<file path="config.mk">
export PLATFORM = sky130hd
export DESIGN_NAME = cascaded_divider_phase_delay
export DESIGN_NICKNAME = d
export VERILOG_FILES = /design/src/cdpd_pkg.sv /design/src/divider_stage.sv /design/src/cascaded_divider_phase_delay.sv
export VERILOG_INCLUDE_DIRS = /design/src
export SDC_FILE = /design/constraint.sdc
export NUM_CORES = 1
export LEC_CHECK = 0
export ABC_CLOCK_PERIOD_IN_PS = 2990
export BUFFER_PORTS_ARGS = -buffer_cell sky130_fd_sc_hd__buf_4
export CAP_MARGIN = 20
export CELL_PAD_IN_SITES_DETAIL_PLACEMENT = 1
export CELL_PAD_IN_SITES_GLOBAL_PLACEMENT = 1
export CORE_AREA = 4 4 203 205
export DETAILED_ROUTE_END_ITERATION = 16
export DIE_AREA = 0 0 207 209
export PLACE_DENSITY = 0.85
export SLEW_MARGIN = 20
export SYNTH_ARGS = -nofsm -noshare
export SYNTH_HDL_FRONTEND = slang
export SYNTH_SLANG_ARGS = --single-unit
</file>
<file path="constraint.sdc">
create_clock -name mclk_i -period 2.99 [get_ports mclk_i]
set_input_delay 0.299 -clock mclk_i [delete_from_list [all_inputs] [get_ports mclk_i]]
set_output_delay 0.299 -clock mclk_i [all_outputs]
set_load 0.02 [all_outputs]
</file>
<file path="src/cdpd_consts.svh">
// Constants for the cascaded divider and phase delay block
`ifndef CDPD_CONSTS_SVH
`define CDPD_CONSTS_SVH

// ************************************************************
// Register indices (byte address is four times the index)
// ************************************************************
`define IDX_OUTA_BYP    9'h0A0
`define IDX_OUTA_RAMP   9'h0A1
`define IDX_OUTA_FRAC   9'h0A2
`define IDX_OUTB_BYP    9'h0A3
`define IDX_OUTB_RAMP   9'h0A4
`define IDX_OUTB_FRAC   9'h0A5
`define IDX_OUTC_BYP    9'h0A6
`define IDX_OUTC_RAMP   9'h0A7
`define IDX_OUTC_FRAC   9'h0A8
`define IDX_OUTD_BYP    9'h0A9
`define IDX_OUTD_RAMP   9'h0AA
`define IDX_OUTD_FRAC   9'h0AB
`define IDX_D3_S1_CNT   9'h199
`define IDX_D3_PHASE    9'h19A
`define IDX_D3_S2_CNT   9'h19B
`define IDX_D3_START    9'h19C
`define IDX_D4_S1_CNT   9'h19E
`define IDX_D4_PHASE    9'h19F
`define IDX_D4_S2_CNT   9'h1A0
`define IDX_D4_START    9'h1A1
`define IDX_D3_CTRL     9'h1B0
`define IDX_D4_CTRL     9'h1B1
`define IDX_SYNC_CTRL   9'h1B2
`define IDX_STATUS      9'h1B3

// ************************************************************
// Slots, fields and reset values
// ************************************************************
`define SLOT_FINE_BASE  5'h00
`define SLOT_DIV_BASE   5'h0C
`define SLOT_CTRL_BASE  5'h14
`define SLOT_SYNC       5'h16
`define SLOT_STATUS     5'h17
`define SLOT_STORED     23
`define SLOT_NONE       5'h1F
`define REG_RESET       8'h00
`define CTRL_BYP1_BIT   0
`define CTRL_BYP2_BIT   1
`define CTRL_DUTY_CORRECTION_DISABLE_BIT 2
`define CTRL_NOSYNC_BIT 3
`define SYNC_SOFT_BIT   0
`define PHASE_HI_LIMIT  5'h10

`endif

</file>
<file path="src/cdpd_pkg.sv">
// Types shared by the cascaded divider and phase delay block
package cdpd_pkg;

  // ************************************************************
  // Stage configuration and control
  // ************************************************************
  typedef struct packed {
    logic       initial_level_high;
    logic [3:0] phase_step_count;
    logic [3:0] low_count;
    logic [3:0] high_count;
  } stage_cfg_t;

  typedef struct packed {
    logic bypass;
    logic duty_correction_disable;
    logic hold;
  } stage_ctl_t;

  typedef struct packed {
    logic level;
    logic rise;
    logic fall;
  } clk_edge_t;

  typedef struct packed {
    logic       delay_bypass;
    logic [2:0] ramp_caps;
    logic [2:0] ramp_current;
    logic [5:0] delay_fraction;
  } fine_delay_t;

  typedef enum logic [2:0] {
    ST_HOLD  = 3'b000,
    ST_WAIT  = 3'b001,
    ST_HIGH  = 3'b010,
    ST_FALLW = 3'b011,
    ST_LOW   = 3'b100
  } stage_state_t;

endpackage : cdpd_pkg

</file>
<file path="src/divider_stage.sv">
// One programmable divider stage with duty correction and phase delay
`timescale 1ns/1ps
`include "cdpd_consts.svh"
module divider_stage (
  input  wire logic               mclk_i,
  input  wire logic               sys_rst_i,
  input  wire cdpd_pkg::stage_cfg_t cfg_i,
  input  wire cdpd_pkg::stage_ctl_t ctl_i,
  input  wire cdpd_pkg::clk_edge_t  in_i,
  output      cdpd_pkg::clk_edge_t  out_o
);

  cdpd_pkg::stage_state_t state_q, state_d;
  logic [4:0] cnt_q, cnt_d;
  logic       level_q, level_d;
  logic       rise_q, rise_d;
  logic       fall_q, fall_d;
  logic [4:0] phase;
  logic [4:0] start_delay;
  logic       odd_dcc;

  // ************************************************************
  // Decode
  // ************************************************************
  assign phase = {cfg_i.initial_level_high, cfg_i.phase_step_count};
  assign start_delay = (phase < `PHASE_HI_LIMIT) ? phase :
                       5'({1'b0, cfg_i.phase_step_count}
                          + {1'b0, cfg_i.low_count} + 5'h01);
  // Odd ratio is only recognised in the low = high + 1 form
  assign odd_dcc = !ctl_i.duty_correction_disable &&
                   ({1'b0, cfg_i.low_count} ==
                    5'({1'b0, cfg_i.high_count} + 5'h01));

  // ************************************************************
  // Next state
  // ************************************************************
  always_comb begin
    state_d = state_q;
    cnt_d   = cnt_q;
    level_d = level_q;
    rise_d  = 1'b0;
    fall_d  = 1'b0;
    if (ctl_i.bypass) begin
      level_d = in_i.level;
      rise_d  = in_i.rise;
      fall_d  = in_i.fall;
      state_d = cdpd_pkg::ST_HOLD;
    end else if (ctl_i.hold) begin
      state_d = cdpd_pkg::ST_HOLD;
      level_d = cfg_i.initial_level_high;
      rise_d  = cfg_i.initial_level_high & ~level_q;
      fall_d  = ~cfg_i.initial_level_high & level_q;
    end else begin
      case (state_q)
        cdpd_pkg::ST_HOLD: begin
          state_d = cdpd_pkg::ST_WAIT;
          cnt_d   = start_delay;
        end
        cdpd_pkg::ST_WAIT, cdpd_pkg::ST_LOW: begin
          if (in_i.rise) begin
            if (cnt_q == 5'h00) begin
              state_d = cdpd_pkg::ST_HIGH;
              cnt_d   = {1'b0, cfg_i.high_count};
              level_d = 1'b1;
              rise_d  = ~level_q;
              fall_d  = 1'b0;
            end else begin
              cnt_d = 5'(cnt_q - 5'h01);
            end
          end
        end
        cdpd_pkg::ST_HIGH: begin
          if (in_i.rise) begin
            if (cnt_q != 5'h00) begin
              cnt_d = 5'(cnt_q - 5'h01);
            end else if (odd_dcc) begin
              state_d = cdpd_pkg::ST_FALLW;
            end else begin
              state_d = cdpd_pkg::ST_LOW;
              cnt_d   = {1'b0, cfg_i.low_count};
              level_d = 1'b0;
              fall_d  = 1'b1;
            end
          end
        end
        cdpd_pkg::ST_FALLW: begin
          // Half-cycle stretch taken from the input falling edge
          if (in_i.fall) begin
            // Low runs m+1 rises so the period stays n+m+2 input cycles
            state_d = cdpd_pkg::ST_LOW;
            cnt_d   = {1'b0, cfg_i.low_count};
            level_d = 1'b0;
            fall_d  = 1'b1;
          end
        end
        default: begin
          state_d = cdpd_pkg::ST_HOLD;
        end
      endcase
    end
  end

  always_ff @(posedge mclk_i) begin
    if (sys_rst_i) begin
      state_q <= cdpd_pkg::ST_HOLD;
      cnt_q   <= 5'h00;
      level_q <= 1'b0;
      rise_q  <= 1'b0;
      fall_q  <= 1'b0;
    end else begin
      state_q <= state_d;
      cnt_q   <= cnt_d;
      level_q <= level_d;
      rise_q  <= rise_d;
      fall_q  <= fall_d;
    end
  end

  assign out_o = '{level: level_q, rise: rise_q, fall: fall_q};

endmodule : divider_stage

</file>
<file path="src/cascaded_divider_phase_delay.sv">
// APB register file, two cascaded divider pairs and fine delay fields
`timescale 1ns/1ps
`include "cdpd_consts.svh"
module cascaded_divider_phase_delay #(
  parameter int ADDR_W = 12
) (
  input  wire logic                  mclk_i,
  input  wire logic                  sys_rst_i,
  input  wire logic                  psel_i,
  input  wire logic                  penable_i,
  input  wire logic                  pwrite_i,
  input  wire logic [ADDR_W-1:0]     paddr_i,
  input  wire logic [31:0]           pwdata_i,
  input  wire logic [3:0]            pstrb_i,
  output      logic [31:0]           prdata_o,
  output      logic                  pready_o,
  output      logic                  pslverr_o,
  input  wire logic                  src_clk_i,
  input  wire logic                  sync_n_i,
  output      logic                  delayed_output_a_o,
  output      logic                  delayed_output_b_o,
  output      logic                  delayed_output_c_o,
  output      logic                  delayed_output_d_o,
  output      cdpd_pkg::fine_delay_t fine_delay_a_o,
  output      cdpd_pkg::fine_delay_t fine_delay_b_o,
  output      cdpd_pkg::fine_delay_t fine_delay_c_o,
  output      cdpd_pkg::fine_delay_t fine_delay_d_o
);

  // ************************************************************
  // Address map
  // ************************************************************
  function automatic logic [4:0] slot_of(input logic [8:0] idx);
    case (idx)
      `IDX_OUTA_BYP:  slot_of = 5'h00;
      `IDX_OUTA_RAMP: slot_of = 5'h01;
      `IDX_OUTA_FRAC: slot_of = 5'h02;
      `IDX_OUTB_BYP:  slot_of = 5'h03;
      `IDX_OUTB_RAMP: slot_of = 5'h04;
      `IDX_OUTB_FRAC: slot_of = 5'h05;
      `IDX_OUTC_BYP:  slot_of = 5'h06;
      `IDX_OUTC_RAMP: slot_of = 5'h07;
      `IDX_OUTC_FRAC: slot_of = 5'h08;
      `IDX_OUTD_BYP:  slot_of = 5'h09;
      `IDX_OUTD_RAMP: slot_of = 5'h0A;
      `IDX_OUTD_FRAC: slot_of = 5'h0B;
      `IDX_D3_S1_CNT: slot_of = 5'h0C;
      `IDX_D3_PHASE:  slot_of = 5'h0D;
      `IDX_D3_S2_CNT: slot_of = 5'h0E;
      `IDX_D3_START:  slot_of = 5'h0F;
      `IDX_D4_S1_CNT: slot_of = 5'h10;
      `IDX_D4_PHASE:  slot_of = 5'h11;
      `IDX_D4_S2_CNT: slot_of = 5'h12;
      `IDX_D4_START:  slot_of = 5'h13;
      `IDX_D3_CTRL:   slot_of = 5'h14;
      `IDX_D4_CTRL:   slot_of = 5'h15;
      `IDX_SYNC_CTRL: slot_of = `SLOT_SYNC;
      `IDX_STATUS:    slot_of = `SLOT_STATUS;
      default:        slot_of = `SLOT_NONE;
    endcase
  endfunction : slot_of

  logic [7:0] regs_q [`SLOT_STORED];
  logic [31:0] prdata_q;
  logic        pready_q;
  logic        pslverr_q;

  wire         addr_ok;
  wire  [4:0]  acc_slot;
  wire         slot_ok;
  wire         setup_ph;
  wire         access_done;
  wire         wr_en;
  wire  [7:0]  status_byte;
  wire  [7:0]  rd_byte;

  // Word aligned accesses inside the index window only
  assign addr_ok  = (paddr_i[1:0] == 2'b00) &&
                    (paddr_i[ADDR_W-1:11] == '0);
  assign acc_slot = addr_ok ? slot_of(paddr_i[10:2]) : `SLOT_NONE;
  assign slot_ok  = (acc_slot != `SLOT_NONE);
  assign setup_ph = psel_i && !penable_i;
  assign access_done = psel_i && penable_i && pready_q;
  // Status is read only; writes to it are dropped silently
  assign wr_en    = access_done && pwrite_i && slot_ok &&
                    (acc_slot != `SLOT_STATUS) && pstrb_i[0];
  assign rd_byte  = (acc_slot == `SLOT_STATUS) ? status_byte :
                    slot_ok ? regs_q[acc_slot] : `REG_RESET;

  // ************************************************************
  // APB slave: answers in the first access cycle
  // ************************************************************
  always_ff @(posedge mclk_i) begin
    if (sys_rst_i) begin
      pready_q  <= 1'b0;
      pslverr_q <= 1'b0;
      prdata_q  <= 32'h0000_0000;
    end else if (setup_ph) begin
      pready_q  <= 1'b1;
      pslverr_q <= !slot_ok;
      prdata_q  <= pwrite_i ? 32'h0000_0000 : {24'h00_0000, rd_byte};
    end else begin
      pready_q  <= 1'b0;
      pslverr_q <= 1'b0;
    end
  end

  always_ff @(posedge mclk_i) begin
    if (sys_rst_i) begin
      for (int i = 0; i < `SLOT_STORED; i++) begin
        regs_q[i] <= `REG_RESET;
      end
    end else if (wr_en) begin
      regs_q[acc_slot] <= pwdata_i[7:0];
    end
  end

  assign prdata_o  = prdata_q;
  assign pready_o  = pready_q;
  assign pslverr_o = pslverr_q;

  // ************************************************************
  // Pin synchronisers
  // ************************************************************
  logic [1:0] src_sync_q;
  logic       src_prev_q;
  logic [1:0] sync_pin_q;
  cdpd_pkg::clk_edge_t src_edge;

  always_ff @(posedge mclk_i) begin
    if (sys_rst_i) begin
      src_sync_q <= 2'b00;
      src_prev_q <= 1'b0;
      sync_pin_q <= 2'b11;
    end else begin
      src_sync_q <= {src_sync_q[0], src_clk_i};
      src_prev_q <= src_sync_q[1];
      sync_pin_q <= {sync_pin_q[0], sync_n_i};
    end
  end

  // The source clock must stay well below half of mclk to be seen
  assign src_edge = '{level: src_sync_q[1],
                      rise:  src_sync_q[1] & ~src_prev_q,
                      fall:  ~src_sync_q[1] & src_prev_q};

  wire sync_active;
  assign sync_active = !sync_pin_q[1] ||
                       regs_q[`SLOT_SYNC][`SYNC_SOFT_BIT];

  // ************************************************************
  // Divider pairs
  // ************************************************************
  cdpd_pkg::clk_edge_t div_out [2];
  logic [1:0]          div_hold;

  genvar d;
  generate
    for (d = 0; d < 2; d++) begin : g_div
      localparam int BASE = `SLOT_DIV_BASE + 4 * d;
      localparam int CTRL = `SLOT_CTRL_BASE + d;
      cdpd_pkg::stage_cfg_t cfg1;
      cdpd_pkg::stage_cfg_t cfg2;
      cdpd_pkg::stage_ctl_t ctl1;
      cdpd_pkg::stage_ctl_t ctl2;
      cdpd_pkg::clk_edge_t  mid;
      cdpd_pkg::clk_edge_t  src_in;
      wire                  hold;

      assign cfg1 = '{initial_level_high: regs_q[BASE+3][0],
                      phase_step_count:   regs_q[BASE+1][3:0],
                      low_count:          regs_q[BASE][7:4],
                      high_count:         regs_q[BASE][3:0]};
      assign cfg2 = '{initial_level_high: regs_q[BASE+3][1],
                      phase_step_count:   regs_q[BASE+1][7:4],
                      low_count:          regs_q[BASE+2][7:4],
                      high_count:         regs_q[BASE+2][3:0]};
      // Excluded channels keep running through a sync
      assign hold = sync_active &&
                    !regs_q[CTRL][`CTRL_NOSYNC_BIT];
      // A bypassed first stage would pass the free clock through a sync,
      // so its input is parked at the start level while held
      assign src_in = hold ? '{level: cfg1.initial_level_high,
                               rise:  1'b0,
                               fall:  1'b0} : src_edge;
      assign ctl1 = '{bypass: regs_q[CTRL][`CTRL_BYP1_BIT],
                      duty_correction_disable:
                        regs_q[CTRL][`CTRL_DUTY_CORRECTION_DISABLE_BIT],
                      hold: hold};
      assign ctl2 = '{bypass: regs_q[CTRL][`CTRL_BYP2_BIT],
                      duty_correction_disable:
                        regs_q[CTRL][`CTRL_DUTY_CORRECTION_DISABLE_BIT],
                      hold: hold};

      divider_stage u_stage1 (
        .mclk_i    (mclk_i),
        .sys_rst_i (sys_rst_i),
        .cfg_i     (cfg1),
        .ctl_i     (ctl1),
        .in_i      (src_in),
        .out_o     (mid)
      );

      // Second stage counts the first stage's output edges
      divider_stage u_stage2 (
        .mclk_i    (mclk_i),
        .sys_rst_i (sys_rst_i),
        .cfg_i     (cfg2),
        .ctl_i     (ctl2),
        .in_i      (mid),
        .out_o     (div_out[d])
      );

      assign div_hold[d] = hold;
    end
  endgenerate

  assign status_byte = {4'h0, div_hold, div_out[1].level, div_out[0].level};

  // ************************************************************
  // Output registers
  // ************************************************************
  // Analog fine delay is outside this logic; the fields are handed on as
  // written, and keeping the delay under half a period is up to software
  function automatic cdpd_pkg::fine_delay_t fine_of(input int base);
    fine_of = '{delay_bypass:   regs_q[base][0],
                ramp_caps:      regs_q[base+1][5:3],
                ramp_current:   regs_q[base+1][2:0],
                delay_fraction: regs_q[base+2][5:0]};
  endfunction : fine_of

  always_ff @(posedge mclk_i) begin
    if (sys_rst_i) begin
      delayed_output_a_o <= 1'b0;
      delayed_output_b_o <= 1'b0;
      delayed_output_c_o <= 1'b0;
      delayed_output_d_o <= 1'b0;
      fine_delay_a_o     <= '0;
      fine_delay_b_o     <= '0;
      fine_delay_c_o     <= '0;
      fine_delay_d_o     <= '0;
    end else begin
      delayed_output_a_o <= div_out[0].level;
      delayed_output_b_o <= div_out[0].level;
      delayed_output_c_o <= div_out[1].level;
      delayed_output_d_o <= div_out[1].level;
      fine_delay_a_o     <= fine_of(0);
      fine_delay_b_o     <= fine_of(3);
      fine_delay_c_o     <= fine_of(6);
      fine_delay_d_o     <= fine_of(9);
    end
  end

endmodule : cascaded_divider_phase_delay

</file>
==> reports/results.tsv, run 1 <==
stage	metric	value	unit
yosys	synthAdderAreaFrac	0.0250	
clocking	cts_made_buffers	35	
route	wirelength	63700	um
power	power_switching	2.88	mW
clocking	clkSinkCount	299	
global_route	grt_pass1_vias	15700	
placement	place_worst_setup_slack	-0.139	ns
clocking	clock_latency	0.56	ns
yosys	yosysTopAreaCell	edfxtp_1	
sta	max_slew_margin	0.362	
yosys	synth_seq_area_share	0.481	
finish	post-route-util	0.495	
yosys	synth_top_family_by_area	simple AND/OR/NAND/NOR gates	
sta	worst_pin_slew	0.958	ns
sta	clock_skew	0.0268	ns
yosys	synth-main-ff-cell	edfxtp_1	
power	power	10.5	mW
setup_path	critPathMaxStageDelay	0.65	ns
power	p_seq_frac	0.445	
sta	hold_viol	0	
yosys	synth_mux_area_frac	0.0250	
setup_path	startpoint_type	primary input	
setup_path	path_buf_inv	3	
yosys	synth_top_area_share	0.348	
placement	gp_congestion	0.947	
placement	hpwl	41000	um
setup_path	critPathMostFrequentCell	buf_4	
finish	syn2layout_area_growth	19.3	%
sta	max_freq	0.336	GHz
outcome	status	completed	
die	core_area	39500	um^2
clocking	root_buffer	clkbuf_16	
route	drt.antenna.violating_nets	0	
route	routedWlPerCell	26.6	um
power	power.density	535	nW/um^2
route	drc	0	
yosys	yosysWarnings	0	
power	vdd_ir_drop_max	0.549	mV
power	clockPowerShare	0.440	
global_route	grt_antenna_before_repair	1	
finish	multi_input_area	7850	um^2
placement	numPortBuffers	93	
sta	finalSetupTns	0	ns
power	sw_frac_of_total	0.275	
yosys	synth_top_cells_by_area	edfxtp_1 35%, dfxtp_1 13%, and2_1 7.1%, o21ai_0 2.9%, nor2_1 2.8%	
die	die_h	209	um
yosys	synth_xor_area_frac	0.0219	
setup_path	crit_fanout	20	
finish	drive_gt1_frac	0.183	
yosys	synth_compound_area_frac	0.176	
yosys	ys_ff_latch	299	
placement	place_inst	2321	
power	p_leak	7.62	nW
setup_path	endpoint_kind	flop	
route	viasPerCell	6.28	
route	num_vias	15000	
sta	layout_setup_ws	0.0156	ns
clocking	h-tree-depth	2	
yosys	syn_area_per_cell	9.78	um^2
power	pwr-share-comb	0.114	
clocking	clock_path_buffers	3	
finish	n_fill_cell	4390	
route	drtIter0Drc	1938	
die	die_x	207	um
setup_path	critical-path-top-delay-family	compound AO/OA/AOI/OAI gates	
finish	instances_no_fill	2389	
yosys	synth_cells	1676	
route	firstDrtPassIters	6	
die	num_rows	73	
yosys	synthSimpleGateAreaFrac	0.223	
yosys	synth_edf_count	190	
setup_path	slowest_stage	a2111oi_0	
die	die_area	43300	um^2
sta	rsz0062_at_grt	false	
sta	period_needed	2.97	ns
yosys	synth_area	16400	um^2
setup_path	critPathArrivalTime	3.39	ns
sta	slew_viol_final	0	
global_route	grt_overflow_total	0	
finish	finalInstanceArea	19600	um^2
setup_path	worstSetupPathType	in -> reg	
finish	fin_nets	1918	
power	intPower	7.59	mW
setup_path	crit_required	3.40	ns
sta	whs	0.191	ns
clocking	clkTransAtPathRegs	0.07	ns
finish	layout_common_cells	210 x buf_4, 190 x edfxtp_1, 186 x and2_1	
global_route	grt_max_degree	81	
global_route	track_usage	0.283	
finish	mostFrequentLayoutCell	buf_4	
clocking	cts_setup_buffers	0	
die	start_util	0.415	
yosys	synth.distinct_cells	93	
placement	placed_area	18300	um^2
clocking	cts_tree	built	
flow_run	max_cap_viol_count	0	
finish	regArea	7890	um^2
setup_path	cp_cell_sequence	buf_4 -> or3_1 -> a41oi_2 -> o31a_2 -> buf_12 -> o2111ai_2 -> o221ai_1 -> a21oi_1 -> a2111oi_0 -> buf_4 -> nor3_1	
min_path	hp-class	in -> reg	
yosys	async_reset_ff_frac	0	
sta	setup_viol	0	
sta	period_share	0.995	
die	io_pins	145	
global_route	grt_pass1_wl	96500	um
==> final timing paths <==
check,startpoint,endpoint,slack [ns],cells after the start
min reg2reg,sync_pin_q[0]$_SDFF_PP1_,sync_pin_q[1]$_SDFF_PP1_,0.41,1
max,paddr_i[1],prdata_o[2]$_SDFFE_PP0P_,0.02,11
min,pwdata_i[7],regs_q[23][7]$_DFFE_PP_,0.19,1
max reg2reg,regs_q[14][1]$_SDFFCE_PN0P_,g_div[0].u_stage2.cnt_q[3]$_SDFFE_PP0P_,0.27,8
==> synthesized netlist by cell type (24+ instances only) <==
cell,number
a211oi_1,29
a21oi_1,75
and2_1,186
buf_4,27
clkbuf_1,75
dfxtp_1,109
edfxtp_1,190
ha_1,24
inv_1,44
mux2i_1,32
nand2_1,97
nand3_1,42
nor2_1,124
nor2b_1,73
nor3_1,31
o21ai_0,94
o22ai_1,25
xnor2_1,32
==> worst reg2reg max path, stage by stage, from the launching register on <==
cell       delay [ns]
edfxtp_1         0.51
ha_1             0.35
xor2_1           0.16
nor4_1           0.25
o2111ai_1        0.35
o311ai_1         0.39
buf_4            0.23
a211oi_1         0.06
a221oi_1         0.32
==> registers in the layout, summed over array words and instances (netlist names), 2 cells and up <==
name	cells
fine_delay_b_o	13
fine_delay_d_o	13
fine_delay_c_o	13
prdata_o	8
g_div.u_stage1.level_q	2
sync_pin_q	2
g_div.u_stage1.state_q	6
g_div.u_stage1.cnt_q	10
g_div.u_stage2.level_q	2
g_div.u_stage1.rise_q	2
g_div.u_stage2.state_q	6
g_div.u_stage2.cnt_q	10
src_sync_q	2
g_div.u_stage1.fall_q	2
fine_delay_a_o	13
regs_q	190
==> layer usage <==
metal	part of all wire	global-route usage	wire length, um	up-vias
met5	0.00016	0	10	-
met2	0.47	0.473	30200	921
li1	-	-	-	6389
met4	0.072	0.180	4570	2
met3	0.089	0.0607	5660	336
met1	0.36	0.333	23200	7348
==> power by group through the flow <==
stage	Clock, mW	Combinational, mW	Sequential [mW]
3_5_place_dp	0	1.15	4.74
6_report	4.61	1.20	4.66
2_1_floorplan	0	0.780	4.69
5_1_grt	4.80	1.29	4.67
3_3_place_gp	0	1.09	4.73
4_1_cts	4.62	1.17	4.65
==> cell families after synthesis <==
logic type / count (synthesis)
AO/OA/AOI/OAI: 417
XOR/XNOR: 41
adder cells (fa/ha/maj): 31
buffers and inverters: 173
flip-flops: 299
multiplexers: 40
other: 1
AND/OR/NAND/NOR: 674
==> cell type report <==
cell class	instances	share of cell area
sequential	299	0.403
multi-input combinational	1233	0.402
timing repair buffer	221	0.0909
clock buffer	42	0.0482
tap	525	0.0336
clock inverter	22	0.0134
inverter	45	0.00864
antenna	2	0.000256
==> repair_timing <==
item,CTS,global route
resized for setup,0,0
endpoints found under the hold margin,2,0
setup endpoints to repair,0,0
hold buffers,2,0
(Power assumes the default switching activity.)
==> inputs of run 2 (changes only) <==
--- a/config.mk
+++ b/config.mk
@@ -14,7 +14,7 @@
 export CORE_AREA = 4 4 203 205
 export DETAILED_ROUTE_END_ITERATION = 16
 export DIE_AREA = 0 0 207 209
-export PLACE_DENSITY = 0.85
+export PLACE_DENSITY = 0.81
 export SLEW_MARGIN = 20
 export SYNTH_ARGS = -nofsm -noshare
 export SYNTH_HDL_FRONTEND = slang
==> run 2 against run 1 <==
  * Global-route usage shrank 2.4 points
  * Core utilization shrank 0.19 points
  * Routed wire length shrank 8.2%
  * Sequential cell count is the same
  * Combinational power about the same
  * Clock-buffer cell count is 5 higher
  * Total power is 2.7% lower
  * First-iteration DRC count decreased by 34%
  * Sequential share of layout area up 0.16 points
  * Hold slack better by 0.043 ns
  * Highest routed layer is now met4
==> reports/results.tsv, run 2 (same netlist as run 1, synthesis figures left out) <==
stage	metric	value	unit	change
die	die_area	43300	um^2	unchanged
setup_path	critical-path-top-delay-family	compound AO/OA/AOI/OAI gates		
die	io_pins	145		unchanged
sta	clock_skew	0.0300	ns	+0.00321 ns
sta	slew_viol_final	0		unchanged
route	drtIter0Drc	1270		-34%
setup_path	crit-reg2reg-launch	regs_q[14][0]$_SDFFCE_PN0P_		
die	core_area	39500	um^2	unchanged
route	num_vias	14500		-3.2%
clocking	clock_latency	0.55	ns	about the same
power	p_leak	7.58	nW	-0.46%
clocking	clock_path_buffers	3		unchanged
sta	worst_pin_slew	0.925	ns	-0.0327 ns
clocking	root_buffer	clkbuf_16		
setup_path	crit_fanout	9		-55%
setup_path	path_buf_inv	1		-2
sta	hold_viol	0		unchanged
sta	rsz0062_at_grt	false		
setup_path	worstSetupStartpoint	regs_q[14][0]$_SDFFCE_PN0P_		
route	firstDrtPassIters	7		+1
clocking	h-tree-depth	2		unchanged
sta	period_needed	2.70	ns	-0.279 ns
route	routedWlPerCell	24.5	um	-8.0%
setup_path	critPathArrivalTime	3.12	ns	-0.27 ns
route	drc	0		unchanged
die	die_h	209	um	unchanged
finish	syn2layout_area_growth	18.8	%	
finish	diodes	0		-2
sta	finalSetupTns	0	ns	unchanged
placement	numPortBuffers	93		unchanged
placement	place_inst	2320		-0.043%
setup_path	worstSetupPathType	reg -> reg		
clocking	clkTransAtPathRegs	0.06	ns	about the same
sta	setup_viol	0		unchanged
placement	gp_congestion	0.944		-0.32%
finish	regMostFlops	regs_q		
setup_path	cp.depth	8		-3
setup_path	crit_end	g_div[0].u_stage2.cnt_q[3]$_SDFFE_PP0P_		
die	die_x	207	um	unchanged
min_path	hp-class	in -> reg		
clocking	cts_made_buffers	34		-2.9%
clocking	clkSinkCount	299		unchanged
setup_path	r2r_cells	8		unchanged
flow_run	max_cap_viol_count	0		unchanged
finish	n_fill_cell	4447		+1.3%
setup_path	crit_required	3.42	ns	+0.02 ns
setup_path	timing.rr.end	g_div[0].u_stage2.cnt_q[3]$_SDFFE_PP0P_		
route	wirelength	58500	um	-8.2%
sta	max_slew_margin	0.383		+0.0218
setup_path	cp_cell_sequence	ha_1 -> xor2_1 -> nor4_1 -> o2111ai_1 -> o311ai_1 -> buf_4 -> a211oi_1 -> a221oi_1		
global_route	grt_pass1_vias	15000		-4.2%
outcome	status	completed		
setup_path	critPathMaxStageDelay	0.52	ns	-0.13 ns
route	drt.antenna.violating_nets	0		unchanged
sta	max_freq	0.371	GHz	+10%
global_route	track_usage	0.259		-0.0243
finish	fin_nets	1916		-0.10%
global_route	grt_overflow_total	0		unchanged
finish	instances_no_fill	2384		-0.21%
global_route	grt_pass1_wl	89500	um	-7.3%
global_route	grt_max_degree	77		-4.9%
setup_path	r2r_slack	0.29	ns	+0.02 ns
finish	drive_gt1_frac	0.180		-0.00293
setup_path	startpoint_type	flop		
sta	period_share	0.901		-0.0934
placement	hpwl	40700	um	-0.64%
die	start_util	0.415		unchanged
global_route	grt_antenna_before_repair	1		unchanged
finish	layout_common_cells	210 x buf_4, 190 x edfxtp_1, 186 x and2_1		
finish	largest_register_ffs	190		unchanged
finish	post-route-util	0.494		-0.00193
power	vdd_ir_drop_max	0.519	mV	-5.4%
setup_path	slowest_stage	edfxtp_1		
setup_path	endpoint_kind	flop		
route	viasPerCell	6.09		-3.0%
die	num_rows	73		unchanged
finish	mostFrequentLayoutCell	buf_4		
power	power.density	523	nW/um^2	-2.3%
power	power	10.2	mW	-2.7%
clocking	cts_tree	built		
clocking	post_cts_resized	0		unchanged
[run 2: cell types whose count changed in the layout (fill, tap and decap cells not counted), sizes merged]
cell      previous run  this run
clkbuf              42        47
clkinv              11         8
bufinv               4         2
diode                2         0
buf                219       218
clkinvlp             3         2
inv                 49        48
[run 2: report_power, final]
part	internal (mW)	switching, mW
Combinational	0.433	0.744
Clock	2.53	1.82
Sequential	4.51	0.148
[run 2: stage by stage]
stage	worst slack (ns)	hold slack (ns)	cell area, um^2
6_report	0.295	0.235	19500
5_1_grt	0.0258	0.220	19500
4_1_cts	0.316	0.204	19500
3_5_place_dp	-0.146	0.407	18300
3_3_place_gp	0.0451	0.396	18300
2_1_floorplan	0.0988	0.389	16500
[run 2: worst min-delay path by stage]
stage,startpoint,to,slack [ns],depth (start not counted)
after floorplan,sync_pin_q[0]$_SDFF_PP1_,sync_pin_q[1]$_SDFF_PP1_,0.39,1
after global placement,sync_pin_q[0]$_SDFF_PP1_,sync_pin_q[1]$_SDFF_PP1_,0.40,1
after detailed placement,sync_pin_q[0]$_SDFF_PP1_,sync_pin_q[1]$_SDFF_PP1_,0.41,1
after CTS,pwdata_i[7],regs_q[23][7]$_DFFE_PP_,0.20,1
after global routing,pwdata_i[7],regs_q[23][7]$_DFFE_PP_,0.22,1
final,pwdata_i[3],regs_q[23][3]$_DFFE_PP_,0.23,1
[run 2: metal layers]
layer / vias to the layer above / track usage / wire length, um
li1: 6374 / - / -
met1: 7227 / 0.321 / 22900
met2: 670 / 0.440 / 28100
met3: 241 / 0.0467 / 4300
met4: 0 / 0.124 / 3250
met5: - / 0 / 0
[run 2: layout make-up]
class                   instances  area [um^2]  share of cell area
well taps                     525          657              0.0337
flip-flops and latches        299         7890               0.405
inverters                      45          169             0.00867
clock buffers                  47          992              0.0510
repair buffers                220         1760              0.0902
multi-input cells            1233         7850               0.403
clock inverters                15          161             0.00829
[run 2: timing repair]
action	in CTS	in global routing
hold endpoints to repair	2	0
buffers inserted	0	0
hold buffers	2	0
==> inputs of run 3 (changes only) <==
--- a/config.mk
+++ b/config.mk
@@ -11,11 +11,12 @@
 export CAP_MARGIN = 20
 export CELL_PAD_IN_SITES_DETAIL_PLACEMENT = 1
 export CELL_PAD_IN_SITES_GLOBAL_PLACEMENT = 1
-export CORE_AREA = 4 4 203 205
+export CORE_AREA = 4 4 205 207
 export DETAILED_ROUTE_END_ITERATION = 16
-export DIE_AREA = 0 0 207 209
-export PLACE_DENSITY = 0.81
+export DIE_AREA = 0 0 209 211
+export PLACE_DENSITY = 0.82
 export SLEW_MARGIN = 20
 export SYNTH_ARGS = -nofsm -noshare
 export SYNTH_HDL_FRONTEND = slang
+export SYNTH_HIERARCHICAL = 1
 export SYNTH_SLANG_ARGS = --single-unit
==> constraint.sdc (replaced) <==
create_clock -name mclk_i -period 2.99 [get_ports mclk_i]
set_input_delay 0.4485 -clock mclk_i [delete_from_list [all_inputs] [get_ports mclk_i]]
set_output_delay 0.4485 -clock mclk_i [all_outputs]
set_load 0.02 [all_outputs]
==> run 3 against run 2 <==
  * Via count shrank 1.8%
  * Register-to-register slack gained 0.06 ns
  * Die area grew 1.9%
  * Design area grew 1.9%
  * Clock power grew 7.4%
  * Critical endpoint is now prdata_o[0]$_SDFFE_PP0P_
==> reports/results.tsv, run 3 <==
stage	metric	value	unit	change
finish	layout_common_cells	193 x buf_4, 193 x edfxtp_1, 186 x and2_1		
clocking	root_buffer	clkbuf_16		
route	wirelength	57100	um	-2.4%
finish	finalInstanceArea	19800	um^2	+1.9%
finish	fin_nets	1910		-0.31%
die	io_pins	145		unchanged
clocking	h-tree-depth	2		unchanged
finish	syn2layout_area_growth	17.1	%	
route	num_vias	14200		-1.8%
clocking	post_cts_resized	0		unchanged
sta	finalSetupTns	0	ns	unchanged
route	drc	0		unchanged
clocking	clock_latency	0.56	ns	about the same
flow_run	max_cap_viol_count	0		unchanged
setup_path	critPathArrivalTime	3.27	ns	+0.15 ns
global_route	grt_antenna_before_repair	0		-1
placement	gp_congestion	0.951		+0.81%
route	firstDrtPassIters	6		-1
power	power.density	524	nW/um^2	+0.22%
placement	placed_area	18600	um^2	+1.4%
power	power	10.4	mW	+2.1%
clocking	clock_path_buffers	3		unchanged
route	drtIter0Drc	1267		-0.24%
global_route	track_usage	0.250		-0.00936
global_route	grt_max_degree	83		+7.8%
setup_path	crit_fanout	9		unchanged
placement	place_inst	2321		+0.043%
finish	post-route-util	0.491		-0.00215
finish	largest_register_ffs	193		+1.6%
power	p_leak	7.75	nW	+2.3%
die	die_x	209	um	+0.97%
clocking	clkTransAtPathRegs	0.06	ns	about the same
route	drt.antenna.violating_nets	0		unchanged
sta	period_needed	2.82	ns	+0.127 ns
sta	layout_setup_ws	0.168	ns	-0.127 ns
global_route	grt_overflow_total	0		unchanged
finish	instances_no_fill	2388		+0.17%
setup_path	endpoint_kind	flop		
route	routedWlPerCell	23.9	um	-2.5%
setup_path	r2r_cells	11		+3
global_route	grt_pass1_vias	14700		-2.5%
clocking	clkSinkCount	302		+1.0%
min_path	hp-class	in -> reg		
sta	whs	0.0886	ns	-0.146 ns
sta	period_share	0.944		+0.0424
power	vdd_ir_drop_max	0.420	mV	-19%
outcome	status	completed		
die	core_area	40400	um^2	+2.3%
placement	place_worst_setup_slack	-0.167	ns	-0.0201 ns
sta	max_freq	0.354	GHz	-4.5%
min_path	min_path_cells	2		+1
yosys	synth_area	16900	um^2	+3.3%
placement	numPortBuffers	93		unchanged
die	die_area	44100	um^2	+1.9%
sta	clock_skew	0.0316	ns	+0.00155 ns
sta	setup_viol	0		unchanged
placement	hpwl	39200	um	-3.8%
global_route	grt_pass1_wl	87200	um	-2.6%
setup_path	worstSetupPathType	in -> reg		
finish	regMostFlops	regs_q		
sta	slew_viol_final	0		unchanged
clocking	cts_made_buffers	36		+5.9%
sta	max_slew_margin	0.384		about the same
sta	hold_viol	0		unchanged
yosys	syn_area_per_cell	10.0	um^2	+2.4%
yosys	synth_cells	1691		+0.89%
clocking	cts_tree	built		
die	start_util	0.419		+0.00408
sta	worst_pin_slew	0.924	ns	-0.000478 ns
setup_path	crit_required	3.44	ns	+0.02 ns
yosys	yosysWarnings	6		+6
route	viasPerCell	5.97		-2.0%
die	num_rows	74		+1.4%
sta	rsz0062_at_grt	false		
finish	drive_gt1_frac	0.179		-0.000691
clocking	hold_buffers	0		-2
die	die_h	211	um	+0.96%
setup_path	startpoint_type	primary input		
clocking	cts_setup_buffers	0		unchanged
run 3: area by class of cell:
class | count | area (um^2)
flip-flops and latches | 302 | 7980
diodes | 1 | 2.50
well taps | 532 | 666
multi-input cells | 1236 | 8160
clock inverters | 15 | 220
clock buffers | 51 | 1060
fillers | 4529 | 20500
repair buffers | 198 | 1550
inverters | 53 | 199
run 3: path summary, 6_finish.rpt:
path,slack [ns],end,startpoint
setup / recovery,0.17,prdata_o[0]$_SDFFE_PP0P_,paddr_i[8]
hold / removal,0.09,sync_pin_q[0]$_SDFF_PP1_,sync_n_i
setup reg to reg,0.35,g_div[0].u_stage1/cnt_q[2]$_SDFFE_PP0P_,regs_q[22][0]$_SDFFCE_PN0P_
hold reg to reg,0.43,sync_pin_q[1]$_SDFF_PP1_,sync_pin_q[0]$_SDFF_PP1_
run 3: worst max-delay path: stages:
cell      delay (ns)
buf_4           0.11
nand4b_1        0.28
o311a_1         0.42
or3_1           0.52
a21oi_4         0.47
buf_4           0.21
o22ai_1         0.07
a21oi_1         0.27
o22ai_1         0.18
o31ai_1         0.27
run 3: metal layers:
metal | global-route usage | vias up | wire (um)
met3 | 0.0450 | 144 | 3990
met1 | 0.320 | 7151 | 23100
met2 | 0.425 | 598 | 27700
met4 | 0.0950 | 0 | 2240
li1 | - | 6353 | -
met5 | 0 | - | 0
run 3: report_power, final:
group | switching [mW] | internal (mW) | total [mW] | leakage [nW]
clock | 1.89 | 2.78 | 4.67 | 0.607
combinational | 0.641 | 0.385 | 1.03 | 4.19
sequential | 0.145 | 4.56 | 4.70 | 2.96
